$ cat src/inc/srcp_defs.svh
/*
  Constants of the RS485 command parser: packet bytes, flag fields,
  memory-map layout, defaults and timing. Assumes a 10 MHz system clock.
*/
`ifndef SRCP_DEFS_SVH
`define SRCP_DEFS_SVH
`define SRCP_HDR0        8'hfa
`define SRCP_HDR1        8'haf
`define SRCP_RHDR0       8'hfd
`define SRCP_RHDR1       8'hdf
`define SRCP_ACK         8'h07
`define SRCP_BCAST       8'hff
`define SRCP_CMD_ADR     8'hff
`define SRCP_INIT_LEN    8'hff
`define SRCP_REPLY_CNT   8'h01
`define SRCP_FLG_COMMIT  8'h40
`define SRCP_FLG_REBOOT  8'h20
`define SRCP_FLG_INIT    8'h10
`define SRCP_ST_TLIM     7
`define SRCP_ST_TALM     5
`define SRCP_ST_FERR     3
`define SRCP_MAP_SIZE    60
`define SRCP_NV_LO       4
`define SRCP_ID_IDX      4
`define SRCP_BAUD_IDX    6
`define SRCP_DLY_IDX     7
`define SRCP_RO_LO       14
`define SRCP_RO_HI       15
`define SRCP_DEF_ID      8'h01
`define SRCP_DEFAULTS    208'h09c4_0000_0808_0000_0000_0000_0000_0055_0000_f63c_09c4_0007_0001
`define SRCP_BAUD_N      11
`define SRCP_BAUD_TABLE  '{9600, 14400, 19200, 28800, 38400, 57600, 76800, 115200, \
                           153600, 230400, 460800}
`define SRCP_CLK_HZ      10000000
`define SRCP_DLY_UNIT_US 1000
`define SRCP_MS_CYCLES   (`SRCP_CLK_HZ / 1000000 * `SRCP_DLY_UNIT_US)
`endif

$ cat src/inc/srcp_pkg.sv
/*
  Types of the RS485 command parser.
  Assumes the constants header is compiled alongside.
*/
package srcp_pkg;
  typedef enum logic [3:0] {
    SRCP_IDLE  = 4'h0,
    SRCP_HDR2  = 4'h1,
    SRCP_ID    = 4'h2,
    SRCP_FLG   = 4'h3,
    SRCP_ADR   = 4'h4,
    SRCP_LEN   = 4'h5,
    SRCP_CNT   = 4'h6,
    SRCP_DAT   = 4'h7,
    SRCP_SUM   = 4'h8,
    SRCP_EXEC  = 4'h9,
    SRCP_DELAY = 4'ha,
    SRCP_TX    = 4'hb
  } srcp_st_type;
endpackage : srcp_pkg

$ cat src/rtl/srcp_parser.sv
/*
  RS485 command parser: UART receive and transmit, packet checking,
  memory map with flash copy, commands and replies.
  Assumes an external RS485 transceiver and inputs synchronous to i_clock.
*/
// Decided for this implementation: the register addresses and strobed register access.
`timescale 1ns/1ps
`include "srcp_defs.svh"
module srcp_parser #(
  parameter int         BUF       = 32,
  parameter int         MS_CYCLES = `SRCP_MS_CYCLES,
  parameter logic [7:0] MODEL_L   = 8'h5a,  // Arbitrary value
  parameter logic [7:0] MODEL_H   = 8'ha5,  // Arbitrary value
  parameter logic [7:0] FW_VER    = 8'h01   // Arbitrary value
) (
  input  wire logic       i_clock,
  input  wire logic       i_sys_rst,
  input  wire logic       i_rx,
  input  wire logic [5:0] i_addr,
  input  wire logic [7:0] i_wdata,
  input  wire logic       i_wr,
  input  wire logic       i_rd,
  input  wire logic       i_temp_limit,
  input  wire logic       i_temp_alarm,
  input  wire logic       i_flash_fail,
  output logic            o_tx,
  output logic            o_tx_en,
  output logic [7:0]      o_rdata,
  output logic            o_reboot,
  output logic            o_commit
);
  localparam int BAUD [`SRCP_BAUD_N] = `SRCP_BAUD_TABLE;
  localparam int NVN = 26;

  initial begin
    if (BUF < 1 || BUF > 255 || MS_CYCLES < 1 || MS_CYCLES > 65535) begin
      $error("srcp_parser: unsupported parameter value");
    end
  end

  typedef struct packed {
    srcp_pkg::srcp_st_type   st;
    logic [15:0]             rx_cnt;
    logic [3:0]              rx_bit;
    logic [7:0]              rx_sh;
    logic                    rx_busy;
    logic                    rx_vld;
    logic [7:0]              rx_byte;
    logic [7:0]              id;
    logic [7:0]              flg;
    logic [7:0]              adr;
    logic [7:0]              len;
    logic [7:0]              cnt;
    logic [7:0]              sum;
    logic [7:0]              pos;
    logic [7:0]              blk;
    logic [7:0]              nbuf;
    logic                    bm;
    logic                    match;
    logic                    long_pk;
    logic [BUF-1:0][7:0]     buf_q;
    logic [59:0][7:0]        mem;
    logic [NVN-1:0][7:0]     nvm;
    logic [15:0]             ms_cnt;
    logic [7:0]              ms_left;
    logic [15:0]             tx_cnt;
    logic [3:0]              tx_bit;
    logic [9:0]              tx_sh;
    logic                    tx_busy;
    logic [8:0]              tx_k;
    logic [7:0]              tx_sum;
    logic [7:0]              r_adr;
    logic [7:0]              r_len;
    logic                    ack;
    logic                    tx;
    logic                    tx_en;
    logic [7:0]              rdata;
    logic                    reboot;
    logic                    commit;
  } srcp_regs_type;

  srcp_regs_type s_reg;
  srcp_regs_type s_next;
  logic [15:0]   divs [`SRCP_BAUD_N];
  logic [15:0]   div;
  logic [7:0]    own_id;
  logic [7:0]    stat;
  logic [7:0]    cur_byte;
  logic [8:0]    tx_last;
  logic [8:0]    ridx;

  // Bit period per baud code
  for (genvar g = 0; g < `SRCP_BAUD_N; g++) begin : g_div
    assign divs[g] = 16'(`SRCP_CLK_HZ / BAUD[g]);
  end

  // Baud select, own identity and reply status
  always_comb begin
    div    = divs[7];
    if (s_reg.mem[`SRCP_BAUD_IDX] < 8'(`SRCP_BAUD_N)) begin
      div = divs[s_reg.mem[`SRCP_BAUD_IDX][3:0]];
    end
    own_id = s_reg.mem[`SRCP_ID_IDX];
    stat   = 8'h00;
    stat[`SRCP_ST_TLIM] = i_temp_limit;
    stat[`SRCP_ST_TALM] = i_temp_alarm;
    stat[`SRCP_ST_FERR] = i_flash_fail;
  end

  // Byte to send at reply position tx_k
  always_comb begin
    tx_last  = s_reg.ack ? 9'h000 : 9'(9'h007 + s_reg.r_len);
    ridx     = 9'(s_reg.r_adr + s_reg.tx_k - 9'h007);
    cur_byte = 8'h00;
    if (s_reg.ack) begin
      cur_byte = `SRCP_ACK;
    end else begin
      case (s_reg.tx_k)
        9'h000:  cur_byte = `SRCP_RHDR0;
        9'h001:  cur_byte = `SRCP_RHDR1;
        9'h002:  cur_byte = own_id;
        9'h003:  cur_byte = stat;
        9'h004:  cur_byte = s_reg.r_adr;
        9'h005:  cur_byte = s_reg.r_len;
        9'h006:  cur_byte = `SRCP_REPLY_CNT;
        default: begin
          if (s_reg.tx_k == tx_last) begin
            cur_byte = s_reg.tx_sum;
          end else if (ridx < 9'(`SRCP_MAP_SIZE)) begin
            cur_byte = s_reg.mem[ridx];
          end
        end
      endcase
    end
  end

  // Next state of the whole block
  always_comb begin
    logic [7:0] b;
    logic       addressed;
    logic       cmd;
    logic [7:0] off;
    b         = s_reg.rx_byte;
    addressed = 1'b0;
    cmd       = 1'b0;
    off       = 8'h00;
    s_next        = s_reg;
    s_next.rx_vld = 1'b0;
    s_next.reboot = 1'b0;
    s_next.commit = 1'b0;
    // UART receiver, 8N1, sampled mid-bit
    if (!s_reg.rx_busy) begin
      if (!i_rx) begin
        s_next.rx_busy = 1'b1;
        s_next.rx_bit  = 4'h0;
        s_next.rx_cnt  = {1'b0, div[15:1]};
      end
    end else if (s_reg.rx_cnt != 16'h0000) begin
      s_next.rx_cnt = s_reg.rx_cnt - 16'h0001;
    end else begin
      s_next.rx_cnt = div - 16'h0001;
      s_next.rx_bit = s_reg.rx_bit + 4'h1;
      if (s_reg.rx_bit == 4'h0) begin
        s_next.rx_busy = ~i_rx;  // False start is dropped
      end else if (s_reg.rx_bit == 4'h9) begin
        s_next.rx_busy = 1'b0;
        s_next.rx_vld  = i_rx;  // Framing error drops the byte
        s_next.rx_byte = s_reg.rx_sh;
      end else begin
        s_next.rx_sh = {i_rx, s_reg.rx_sh[7:1]};
      end
    end
    // Register port writes, map entries 0-3 fixed
    if (i_wr && i_addr < 6'(`SRCP_MAP_SIZE) && i_addr >= 6'(`SRCP_NV_LO)
        && i_addr != 6'(`SRCP_RO_LO) && i_addr != 6'(`SRCP_RO_HI)) begin
      s_next.mem[i_addr] = i_wdata;
    end
    if (i_rd) begin
      s_next.rdata = (i_addr < 6'(`SRCP_MAP_SIZE)) ? s_reg.mem[i_addr] : 8'h00;
    end
    // Packet parser
    case (s_reg.st)
      srcp_pkg::SRCP_IDLE: begin
        if (s_reg.rx_vld && b == `SRCP_HDR0) begin
          s_next.st = srcp_pkg::SRCP_HDR2;
        end
      end
      srcp_pkg::SRCP_HDR2: begin
        if (s_reg.rx_vld) begin
          s_next.st = (b == `SRCP_HDR1) ? srcp_pkg::SRCP_ID :
                      (b == `SRCP_HDR0) ? srcp_pkg::SRCP_HDR2 : srcp_pkg::SRCP_IDLE;
        end
      end
      srcp_pkg::SRCP_ID: begin
        if (s_reg.rx_vld) begin
          s_next.id  = b;
          s_next.sum = b;
          s_next.st  = srcp_pkg::SRCP_FLG;
        end
      end
      srcp_pkg::SRCP_FLG, srcp_pkg::SRCP_ADR, srcp_pkg::SRCP_LEN: begin
        if (s_reg.rx_vld) begin
          s_next.sum = s_reg.sum ^ b;
          s_next.st  = srcp_pkg::srcp_st_type'(s_reg.st + 4'h1);
          if (s_reg.st == srcp_pkg::SRCP_FLG) s_next.flg = b;
          if (s_reg.st == srcp_pkg::SRCP_ADR) s_next.adr = b;
          if (s_reg.st == srcp_pkg::SRCP_LEN) s_next.len = b;
        end
      end
      srcp_pkg::SRCP_CNT: begin
        if (s_reg.rx_vld) begin
          s_next.cnt     = b;
          s_next.sum     = s_reg.sum ^ b;
          s_next.long_pk = (s_reg.id == 8'h00) && (s_reg.flg == 8'h00);
          s_next.pos     = 8'h00;
          s_next.blk     = 8'h00;
          s_next.nbuf    = 8'h00;
          s_next.match   = 1'b0;
          s_next.bm      = 1'b0;
          s_next.st      = (b == 8'h00 || s_reg.len == 8'h00) ?
                           srcp_pkg::SRCP_SUM : srcp_pkg::SRCP_DAT;
        end
      end
      srcp_pkg::SRCP_DAT: begin
        if (s_reg.rx_vld) begin
          s_next.sum = s_reg.sum ^ b;
          if (s_reg.long_pk && s_reg.pos == 8'h00) begin
            s_next.bm = (b == own_id);
            if (b == own_id) s_next.match = 1'b1;
          end else if ((!s_reg.long_pk || s_reg.bm) && s_reg.nbuf < 8'(BUF)) begin
            s_next.buf_q[s_reg.nbuf] = b;
            s_next.nbuf              = s_reg.nbuf + 8'h01;
          end
          if (s_reg.pos == s_reg.len - 8'h01) begin
            s_next.pos = 8'h00;
            s_next.blk = s_reg.blk + 8'h01;
            if (s_reg.blk == s_reg.cnt - 8'h01) s_next.st = srcp_pkg::SRCP_SUM;
          end else begin
            s_next.pos = s_reg.pos + 8'h01;
          end
        end
      end
      srcp_pkg::SRCP_SUM: begin
        if (s_reg.rx_vld) begin
          s_next.st = (b == s_reg.sum) ? srcp_pkg::SRCP_EXEC : srcp_pkg::SRCP_IDLE;
        end
      end
      srcp_pkg::SRCP_EXEC: begin
        addressed = s_reg.long_pk ? s_reg.match :
                    (s_reg.id == own_id || s_reg.id == `SRCP_BCAST);
        cmd       = !s_reg.long_pk && s_reg.adr == `SRCP_CMD_ADR && s_reg.cnt == 8'h00;
        s_next.st = srcp_pkg::SRCP_IDLE;
        if (addressed && (s_reg.long_pk || s_reg.cnt == 8'h01)) begin
          for (int j = `SRCP_NV_LO; j < `SRCP_MAP_SIZE; j++) begin
            off = 8'(j) - s_reg.adr;
            if (8'(j) >= s_reg.adr && off < s_reg.nbuf && j != `SRCP_RO_LO
                && j != `SRCP_RO_HI) begin
              s_next.mem[j] = s_reg.buf_q[off];
            end
          end
        end
        if (addressed && cmd && s_reg.flg == `SRCP_FLG_COMMIT && s_reg.len == 8'h00) begin
          s_next.nvm    = s_reg.mem[29:4];
          s_next.commit = 1'b1;
        end
        if (addressed && cmd && s_reg.flg == `SRCP_FLG_INIT && s_reg.len == `SRCP_INIT_LEN) begin
          s_next.mem[29:4] = `SRCP_DEFAULTS;
        end
        if (addressed && cmd && s_reg.flg == `SRCP_FLG_REBOOT && s_reg.len == 8'h00) begin
          s_next.mem[29:4]  = s_reg.nvm;
          s_next.mem[59:30] = '0;
          s_next.reboot     = 1'b1;
        end else if (addressed && !s_reg.long_pk && s_reg.id != `SRCP_BCAST) begin
          s_next.ack = 1'b0;
          s_next.st  = srcp_pkg::SRCP_DELAY;
          case (s_reg.flg[3:0])
            4'h1: s_next.ack = 1'b1;
            4'h3: begin s_next.r_adr = 8'd0;  s_next.r_len = 8'd30; end
            4'h5: begin s_next.r_adr = 8'd30; s_next.r_len = 8'd30; end
            4'h7: begin s_next.r_adr = 8'd20; s_next.r_len = 8'd10; end
            4'h9: begin s_next.r_adr = 8'd42; s_next.r_len = 8'd18; end
            4'hb: begin s_next.r_adr = 8'd30; s_next.r_len = 8'd12; end
            4'hf: begin s_next.r_adr = s_reg.adr; s_next.r_len = s_reg.len; end
            default: s_next.st = srcp_pkg::SRCP_IDLE;
          endcase
          s_next.ms_cnt  = 16'h0000;
          s_next.ms_left = s_reg.mem[`SRCP_DLY_IDX];
        end
      end
      srcp_pkg::SRCP_DELAY: begin
        if (s_reg.ms_left == 8'h00) begin
          s_next.st      = srcp_pkg::SRCP_TX;
          s_next.tx_en   = 1'b1;
          s_next.tx_k    = 9'h000;
          s_next.tx_busy = 1'b0;
          s_next.tx_sum  = 8'h00;
        end else if (s_reg.ms_cnt == 16'(MS_CYCLES - 1)) begin
          s_next.ms_cnt  = 16'h0000;
          s_next.ms_left = s_reg.ms_left - 8'h01;
        end else begin
          s_next.ms_cnt = s_reg.ms_cnt + 16'h0001;
        end
      end
      srcp_pkg::SRCP_TX: begin
        if (!s_reg.tx_busy) begin
          s_next.tx_sh   = {1'b1, cur_byte, 1'b0};
          s_next.tx      = 1'b0;
          s_next.tx_busy = 1'b1;
          s_next.tx_bit  = 4'h0;
          s_next.tx_cnt  = div - 16'h0001;
          if (s_reg.tx_k >= 9'h002 && s_reg.tx_k != tx_last) begin
            s_next.tx_sum = s_reg.tx_sum ^ cur_byte;
          end
        end else if (s_reg.tx_cnt != 16'h0000) begin
          s_next.tx_cnt = s_reg.tx_cnt - 16'h0001;
        end else if (s_reg.tx_bit == 4'h9) begin
          s_next.tx_busy = 1'b0;
          s_next.tx      = 1'b1;
          s_next.tx_k    = s_reg.tx_k + 9'h001;
          if (s_reg.tx_k == tx_last) begin
            s_next.st    = srcp_pkg::SRCP_IDLE;
            s_next.tx_en = 1'b0;
          end
        end else begin
          s_next.tx_sh  = {1'b1, s_reg.tx_sh[9:1]};
          s_next.tx     = s_reg.tx_sh[1];
          s_next.tx_bit = s_reg.tx_bit + 4'h1;
          s_next.tx_cnt = div - 16'h0001;
        end
      end
      default: s_next.st = srcp_pkg::SRCP_IDLE;
    endcase
    s_next.mem[3:0] = {8'h00, FW_VER, MODEL_H, MODEL_L};
  end

  // State register, flash copy only reset at power-on
  always_ff @(posedge i_clock) begin
    if (i_sys_rst) begin
      s_reg           <= '0;
      s_reg.st        <= srcp_pkg::SRCP_IDLE;
      s_reg.tx        <= 1'b1;
      s_reg.mem[3:0]  <= {8'h00, FW_VER, MODEL_H, MODEL_L};
      s_reg.mem[29:4] <= `SRCP_DEFAULTS;
      s_reg.nvm       <= `SRCP_DEFAULTS;
    end else begin
      s_reg <= s_next;
    end
  end

  assign o_tx     = s_reg.tx;
  assign o_tx_en  = s_reg.tx_en;
  assign o_rdata  = s_reg.rdata;
  assign o_reboot = s_reg.reboot;
  assign o_commit = s_reg.commit;
endmodule // srcp_parser

$ cat config.mk
export PLATFORM = sky130hd
export DESIGN_NAME = srcp_parser
export DESIGN_NICKNAME = d
export VERILOG_FILES = /design/src/inc/srcp_pkg.sv /design/src/rtl/srcp_parser.sv
export VERILOG_INCLUDE_DIRS = /design/src /design/src/inc
export SDC_FILE = /design/constraint.sdc
export NUM_CORES = 2
export LEC_CHECK = 0
export BUFFER_PORTS_ARGS = -buffer_cell sky130_fd_sc_hd__buf_4
export CAP_MARGIN = 25
export CORE_ASPECT_RATIO = 1.2
export CORE_MARGIN = 3
export CORE_UTILIZATION = 40
export CTS_CLUSTER_SIZE = 12
export DETAILED_ROUTE_END_ITERATION = 16
export PLACE_DENSITY = 0.61
export SLEW_MARGIN = 10
export SYNTH_ARGS = -nofsm -noshare
export SYNTH_HDL_FRONTEND = slang
export SYNTH_SLANG_ARGS = --single-unit
$ cat constraint.sdc
create_clock -name i_clock -period 14.35 [get_ports i_clock]
set_clock_uncertainty 0.05 [all_clocks]
set_input_delay 2.87 -clock i_clock [delete_from_list [all_inputs] [get_ports i_clock]]
set_output_delay 2.87 -clock i_clock [all_outputs]
set_load 0.05 [all_outputs]
# Word-level counts from Yosys, hierarchy flattened
# Memory sizes are Yosys's and may differ from the RTL's.
# Cells that the tools add are included.
[word_totals]
wordCells = 877
rom_bits = 256
n_memories = 1
register_bits = 1162
out_inout_bits = 12
inputBits = 22
[memory_table]
columns = ["memory", "depth", "width", "rd", "rd_clocked_by_memory_dff", "write_ports", "line_no", "source"]
rows = [
  ["(no name shown)", 16, 16, 1, 0, 0, "srcp_parser.sv:101", "div = divs[s_reg.mem[`SRCP_BAUD_IDX][3:0]];"],
]
[classes]
order_cmp = 174
add_sub_neg = 71
n_reduce_logical = 131
eq_ne = 75
bitwise = 11
mux = 261
[op_table]
columns = ["op", "count"]
rows = [
  ["binary-select mux 8 bit (select 5 bit)", 54],
  ["2-to-1 mux 8 bit", 127],
  ["2-to-1 mux 448 bit", 2],
  ["bitwise mux 480 bit", 1],
  ["2-to-1 mux 480 bit", 1],
  ["< comparator 8 x 6 -> 1 bit (second input constant)", 56],
  ["< comparator 8 bit", 54],
  ["2-to-1 mux 352 bit", 1],
  ["bitwise mux 256 bit", 1],
  ["greater-or-equal comparator 6 x 8 -> 1 bit (first input constant)", 28],
  ["subtractor 6 x 8 -> 8 bit (first input constant)", 28],
  ["2-to-1 mux 208 bit", 1],
  ["greater-or-equal comparator 5 x 8 -> 1 bit (first input constant)", 16],
  ["subtractor 5 x 8 -> 8 bit (first input constant)", 16],
  ["binary-select mux 8 bit (select 6 bit)", 2],
  ["2-to-1 mux 16 bit", 6],
  ["2-to-1 mux 24 bit", 4],
  ["case mux 16 bit (6 select lines)", 1],
  ["2-to-1 mux 80 bit", 1],
  ["logical AND 1 bit", 77],
  ["2-to-1 mux 4 bit", 19],
  ["logical NOT 8 bit", 7],
  ["case mux 8 bit (7 select lines)", 1],
  ["inequality test 2 bit (second input constant)", 27],
  ["83 further kinds", 192],
]

# Depth between registers and ports, before layout
[depth]
word_depth = 12
ltp_mapped = 19
ltp_nobuf = 15

# Worst setup path before layout
# OpenSTA, ideal clock, no wires.
[synth_timing]
path_type = "input -> register"
from = "input i_addr[4]"
to = "register s_reg[779] (netlist bit)"
setup_time_ns = 0.128
path_slack_ns = 9.180
path_stages = 9
arrival_time_ns = 4.993
cell_sequence = "clkbuf_1 and2_1 or3b_2 clkbuf_1 nor2_1 mux2_2 mux2i_1 o2bb2a_1 nor2_1"
[synth_between]
elab_chain_len = 10
[synth_rtl]
columns = ["element", "line_no", "source"]
rows = [
  ["from (decl)", "srcp_parser.sv:19", "input wire logic [5:0] i_addr,"],
  ["< comparator 6 x 7 -> 1 bit (not written as such) (tied with other cells)", "srcp_parser.sv:176", "s_next.mem[i_addr] = i_wdata;"],
  ["logical AND 1 bit, on equally long branches", "srcp_parser.sv:176, srcp_parser.sv:174", ""],
  ["2-to-1 mux 8 bit (not written as such) or logical AND 1 bit (tied branches)", "srcp_parser.sv:176, srcp_parser.sv:174", ""],
  ["demux 8 bit (select 6 bit) or logical AND 1 bit (tied branches)", "srcp_parser.sv:176, srcp_parser.sv:174", ""],
  ["bitwise mux 480 bit or logical AND 1 bit (tied branches)", "srcp_parser.sv:176, srcp_parser.sv:174", ""],
  ["2-to-1 mux 480 bit *", "srcp_parser.sv:174", "if (i_wr && i_addr < 6'(`SRCP_MAP_SIZE) && i_addr >= 6'(`SRCP_NV_LO)"],
  ["2-to-1 mux 8 bit", "srcp_parser.sv:256", "if (8'(j) >= s_reg.adr && off < s_reg.nbuf && j != `SRCP_RO_LO"],
  ["2-to-1 mux 352 bit", "srcp_parser.sv:253", "if (addressed && (s_reg.long_pk || s_reg.cnt == 8'h01)) begin"],
  ["2-to-1 mux 448 bit", "srcp_parser.sv:269", "if (addressed && cmd && s_reg.flg == `SRCP_FLG_REBOOT && s_reg.len == 8'h00) begin"],
  ["2-to-1 mux 448 bit *", "srcp_parser.sv:182", "case (s_reg.st)"],
  ["to (signal assigned)", "srcp_parser.sv:346", "s_reg <= s_next;"],
  ["to (decl)", "srcp_parser.sv:82", "srcp_regs_type s_reg;"],
]
# Mark *: on every way between the ends. The rest lies on a longest branch, timed or not.
# A chain may end at the register's enable or synchronous reset.

# Worst setup path in the final report
[layout_timing]
from = "register s_reg[1096] (netlist bit)"
to = "register s_reg[488] (netlist bit)"
[layout_between]
elab_chain_len = 9
[layout_rtl]
columns = ["element", "line_no"]
rows = [
  ["parallel branches: the longest is 7 deep, another holds subtractor 5 x 8 -> 8 bit", "-"],
  ["2-to-1 mux 448 bit *", "srcp_parser.sv:269"],
  ["2-to-1 mux 448 bit *", "srcp_parser.sv:182"],
]
# Mark *: on every way between the ends. The select of a mux whose other input is x is not followed.

==> impl_metrics.toml <==
[clock_network]
clockBufferDepth = 3
clkLatencyLatePin_ns = 0.86
clkSinkCount = 1129
cts_buffers = 133
cts_root_buffer = "clkbuf_16"
hold_fix_buffers_at_cts = 0
cts_htree_levels = 4
clk_pin_slew_worst_paths_ns = 0.06
post_cts_setup_repair_buffer_count = 0
post_cts_resize_count = 0
cts_tree = "built"

[timing]
grt_setup_unrepaired = "no"
finalHoldViolCount = 0
post-route-period-util_pct = 45.2
maxClockFrequency_mhz = 154
final_max_slew_viol_count = 0
tightestPinTransition_ns = 1.38
final_period_minus_worst_setup_slack_ns = 6.49
fin_setup_tns_ns = 0
finalSetupViolCount = 0
maxSlewHeadroom_pct = 8.15

[pwr]
powerDensity_nw_per_um2 = 84.9
worst_ir_drop_vdd_mv = 0.130
power.switching_mw = 2.02
comb_power_share_pct = 8.1
p_seq_share_pct = 43.1
internal-power_mw = 5.39
finalPower_mw = 7.41
power.switching_fraction_pct = 27.3
leakagePower_nw = 31.9
clock_network_power_share_pct = 48.9

[logic_synthesis]
synthCells = 9560
netlist-cell-type-count = 100
synth_area_in_adders_pct = 4.86
synthesis.yosys.warnings = 0
synth_simple_gate_area_share_pct = 17.3
synth.mux.area_fraction_pct = 22.9
syn_area_um2 = 79400
post_synth_xor_area_fraction_pct = 2.84
synth-seq-area-share_pct = 28.5
synth_compound_gate_area_share_pct = 19.0
ys_async_sr_fraction_pct = 0
synth_fp_nets = 9890
synth.ff_latch_count = 1129
largest_family_of_logic_cells_by_synthesized_area = "multiplexers"
ys.flop_type = "dfxtp_1"
synth_edf_count = 0
postSynthAreaPerCell_um2 = 8.30

[global_routing]
initial_antenna_violation_count = 28
first_global_vias = 73900
grt_max_degree = 210
grt_remaining_overflow = 0
grt_pass1_wl_um = 603000
globalRouteTotalUtil_pct = 42.0

[routing]
met3_wirelength_um = 41500
ant_nets = 0
remaining_drc_errors = 0
wire_per_inst_um = 36.7
avgViaCountPerCell = 6.69
dr_total_vias = 80200
drt_wl_total_um = 441000
wl_met2_um = 190000
highest_layer = "met5"
firstDrtPassIters = 8
detail_route.wirelength.met1_um = 166000
drt_iter0_drc = 11000

[place]
gp_routability_congestion = 1.10
dp_hpwl_um = 335000
numPortBuffers = 33

[final_layout]
final-seq-area_um2 = 22600
finish.net_count = 9612
mostFrequentLayoutCells = "nand2_1, dfxtp_1, a21oi_1"
post_route_cells_drive_above_1_share_pct = 12.5
area_of_combinational_cells_with_multiple_inputs_um2 = 53500
area_growth_syn_to_fin_pct = 9.92
number_of_flip_flops_under_the_largest_register_name = 1109
layout.filler_cells = 19500
mostFrequentLayoutCell = "nand2_1"

[worst_hold_path]
holdCritPathClass = "reg -> reg"

[die]
initial_core_util_pct = 40.4
die_h_um = 494
design.core.area_um2 = 197000
die_width_um = 413
io-pin-count = 34
floorplan.die_area_um2 = 204000
standard_cell_row_count = 178

[outcome]
status = "completed"

[setup_path]
cp.arrival_ns = 7.16
worst_setup_path_start_kind = "flop"
critical_path_rt_ns = 15.02
critical_path.endpoint_type = "flop"
path_class = "reg -> reg"
timing.critical_path.fanout_max = 46

[job]
maxCapViolations = 0
power groups by stage:
stage               logic [mW]  registers (mW)  clock network (mW)
finish                   0.597            3.19                3.62
global route             0.625            3.19                3.77
detailed placement       0.577            3.26                   0
global placement         0.572            3.26                   0
floorplan                0.382            3.25                   0
CTS                      0.579            3.19                3.65
worst max-delay path, cell delays in order, from the launching register on:
cell	delay [ns]
dfxtp_4	0.78
inv_1	0.35
ha_4	0.85
buf_4	0.68
buf_4	0.76
mux4_2	0.61
mux2i_1	0.35
mux2i_1	0.35
mux2i_1	1.07
nor2_1	0.09
a211o_1	0.30
per-stage QoR:
step                      cells  hold WS (ns)  setup WS, ns  instance area, um2  utilization (%)
after detailed placement  11700         0.395          7.86               82400             41.9
final                     12000         0.401          7.86               87300             44.4
after CTS                 12000         0.404          8.07               87000             44.2
after floorplan            9560         0.382          9.18               79400                -
after global routing      12000         0.415          7.73               87300             44.4
after global placement    11700         0.388          7.80               82100             41.8
cell families (layout without fill, tap and decap cells):
group,Yosys count,after routing
fa+ha+maj,308,308
other cells,0,7
compound gates,2435,2435
simple gates,3208,3208
flops,1129,1129
mux,1309,1309
buf+inv,914,740
xor+xnor,257,257
area by class of cell:
cell class                 instances  area share (%)
sequential                      1129            25.9
clock inverter                    51           0.844
antenna                            7          0.0201
clock buffer                     188            4.42
timing repair buffer             346            3.09
tap                             2610            3.74
multi-input combinational       7517            61.3
inverter                         155           0.668
cells in the mapped netlist, types with 32 or more instances:
| library cell | number | area (um2) |
|---|---|---|
| ha_1 | 307 | 3840 |
| mux2i_1 | 858 | 8590 |
| nor3_1 | 67 | 335 |
| nand3_1 | 429 | 2150 |
| a211oi_1 | 70 | 526 |
| a211o_1 | 52 | 455 |
| dfxtp_1 | 1129 | 22600 |
| inv_1 | 137 | 514 |
| o21ai_0 | 490 | 2450 |
| a21oi_1 | 862 | 4310 |
| nand2_1 | 1675 | 6290 |
| nor2_1 | 675 | 2530 |
| xor2_1 | 102 | 893 |
| buf_2 | 91 | 455 |
| a21o_1 | 104 | 781 |
| a22oi_1 | 226 | 1700 |
| buf_1 | 87 | 327 |
| o211ai_1 | 49 | 368 |
| xnor2_1 | 154 | 1350 |
| a2bb2oi_1 | 75 | 657 |
| or2_2 | 32 | 200 |
| nand4_1 | 62 | 388 |
| nor2b_1 | 41 | 257 |
| mux4_2 | 398 | 8960 |
| and3_1 | 38 | 238 |
| mux2_2 | 53 | 597 |
| clkbuf_1 | 558 | 2090 |
| o22ai_1 | 190 | 1190 |
worst paths after layout:
kind	start	end	slack, ns	depth (start not counted)
hold / removal	s_reg[255]	s_reg[255]	0.40	2
setup / recovery	s_reg[1096]	s_reg[488]	7.86	10
setup reg to reg	s_reg[1096]	s_reg[488]	7.86	10
hold reg to reg	s_reg[255]	s_reg[255]	0.40	2
metal layers:
metal,vias up,GRT usage (%)
li1,34300,-
met1,39900,51.1
met2,4851,63.4
met3,1217,10.1
met4,18,33.2
met5,-,0
Power figures use the tool's default switching activity.
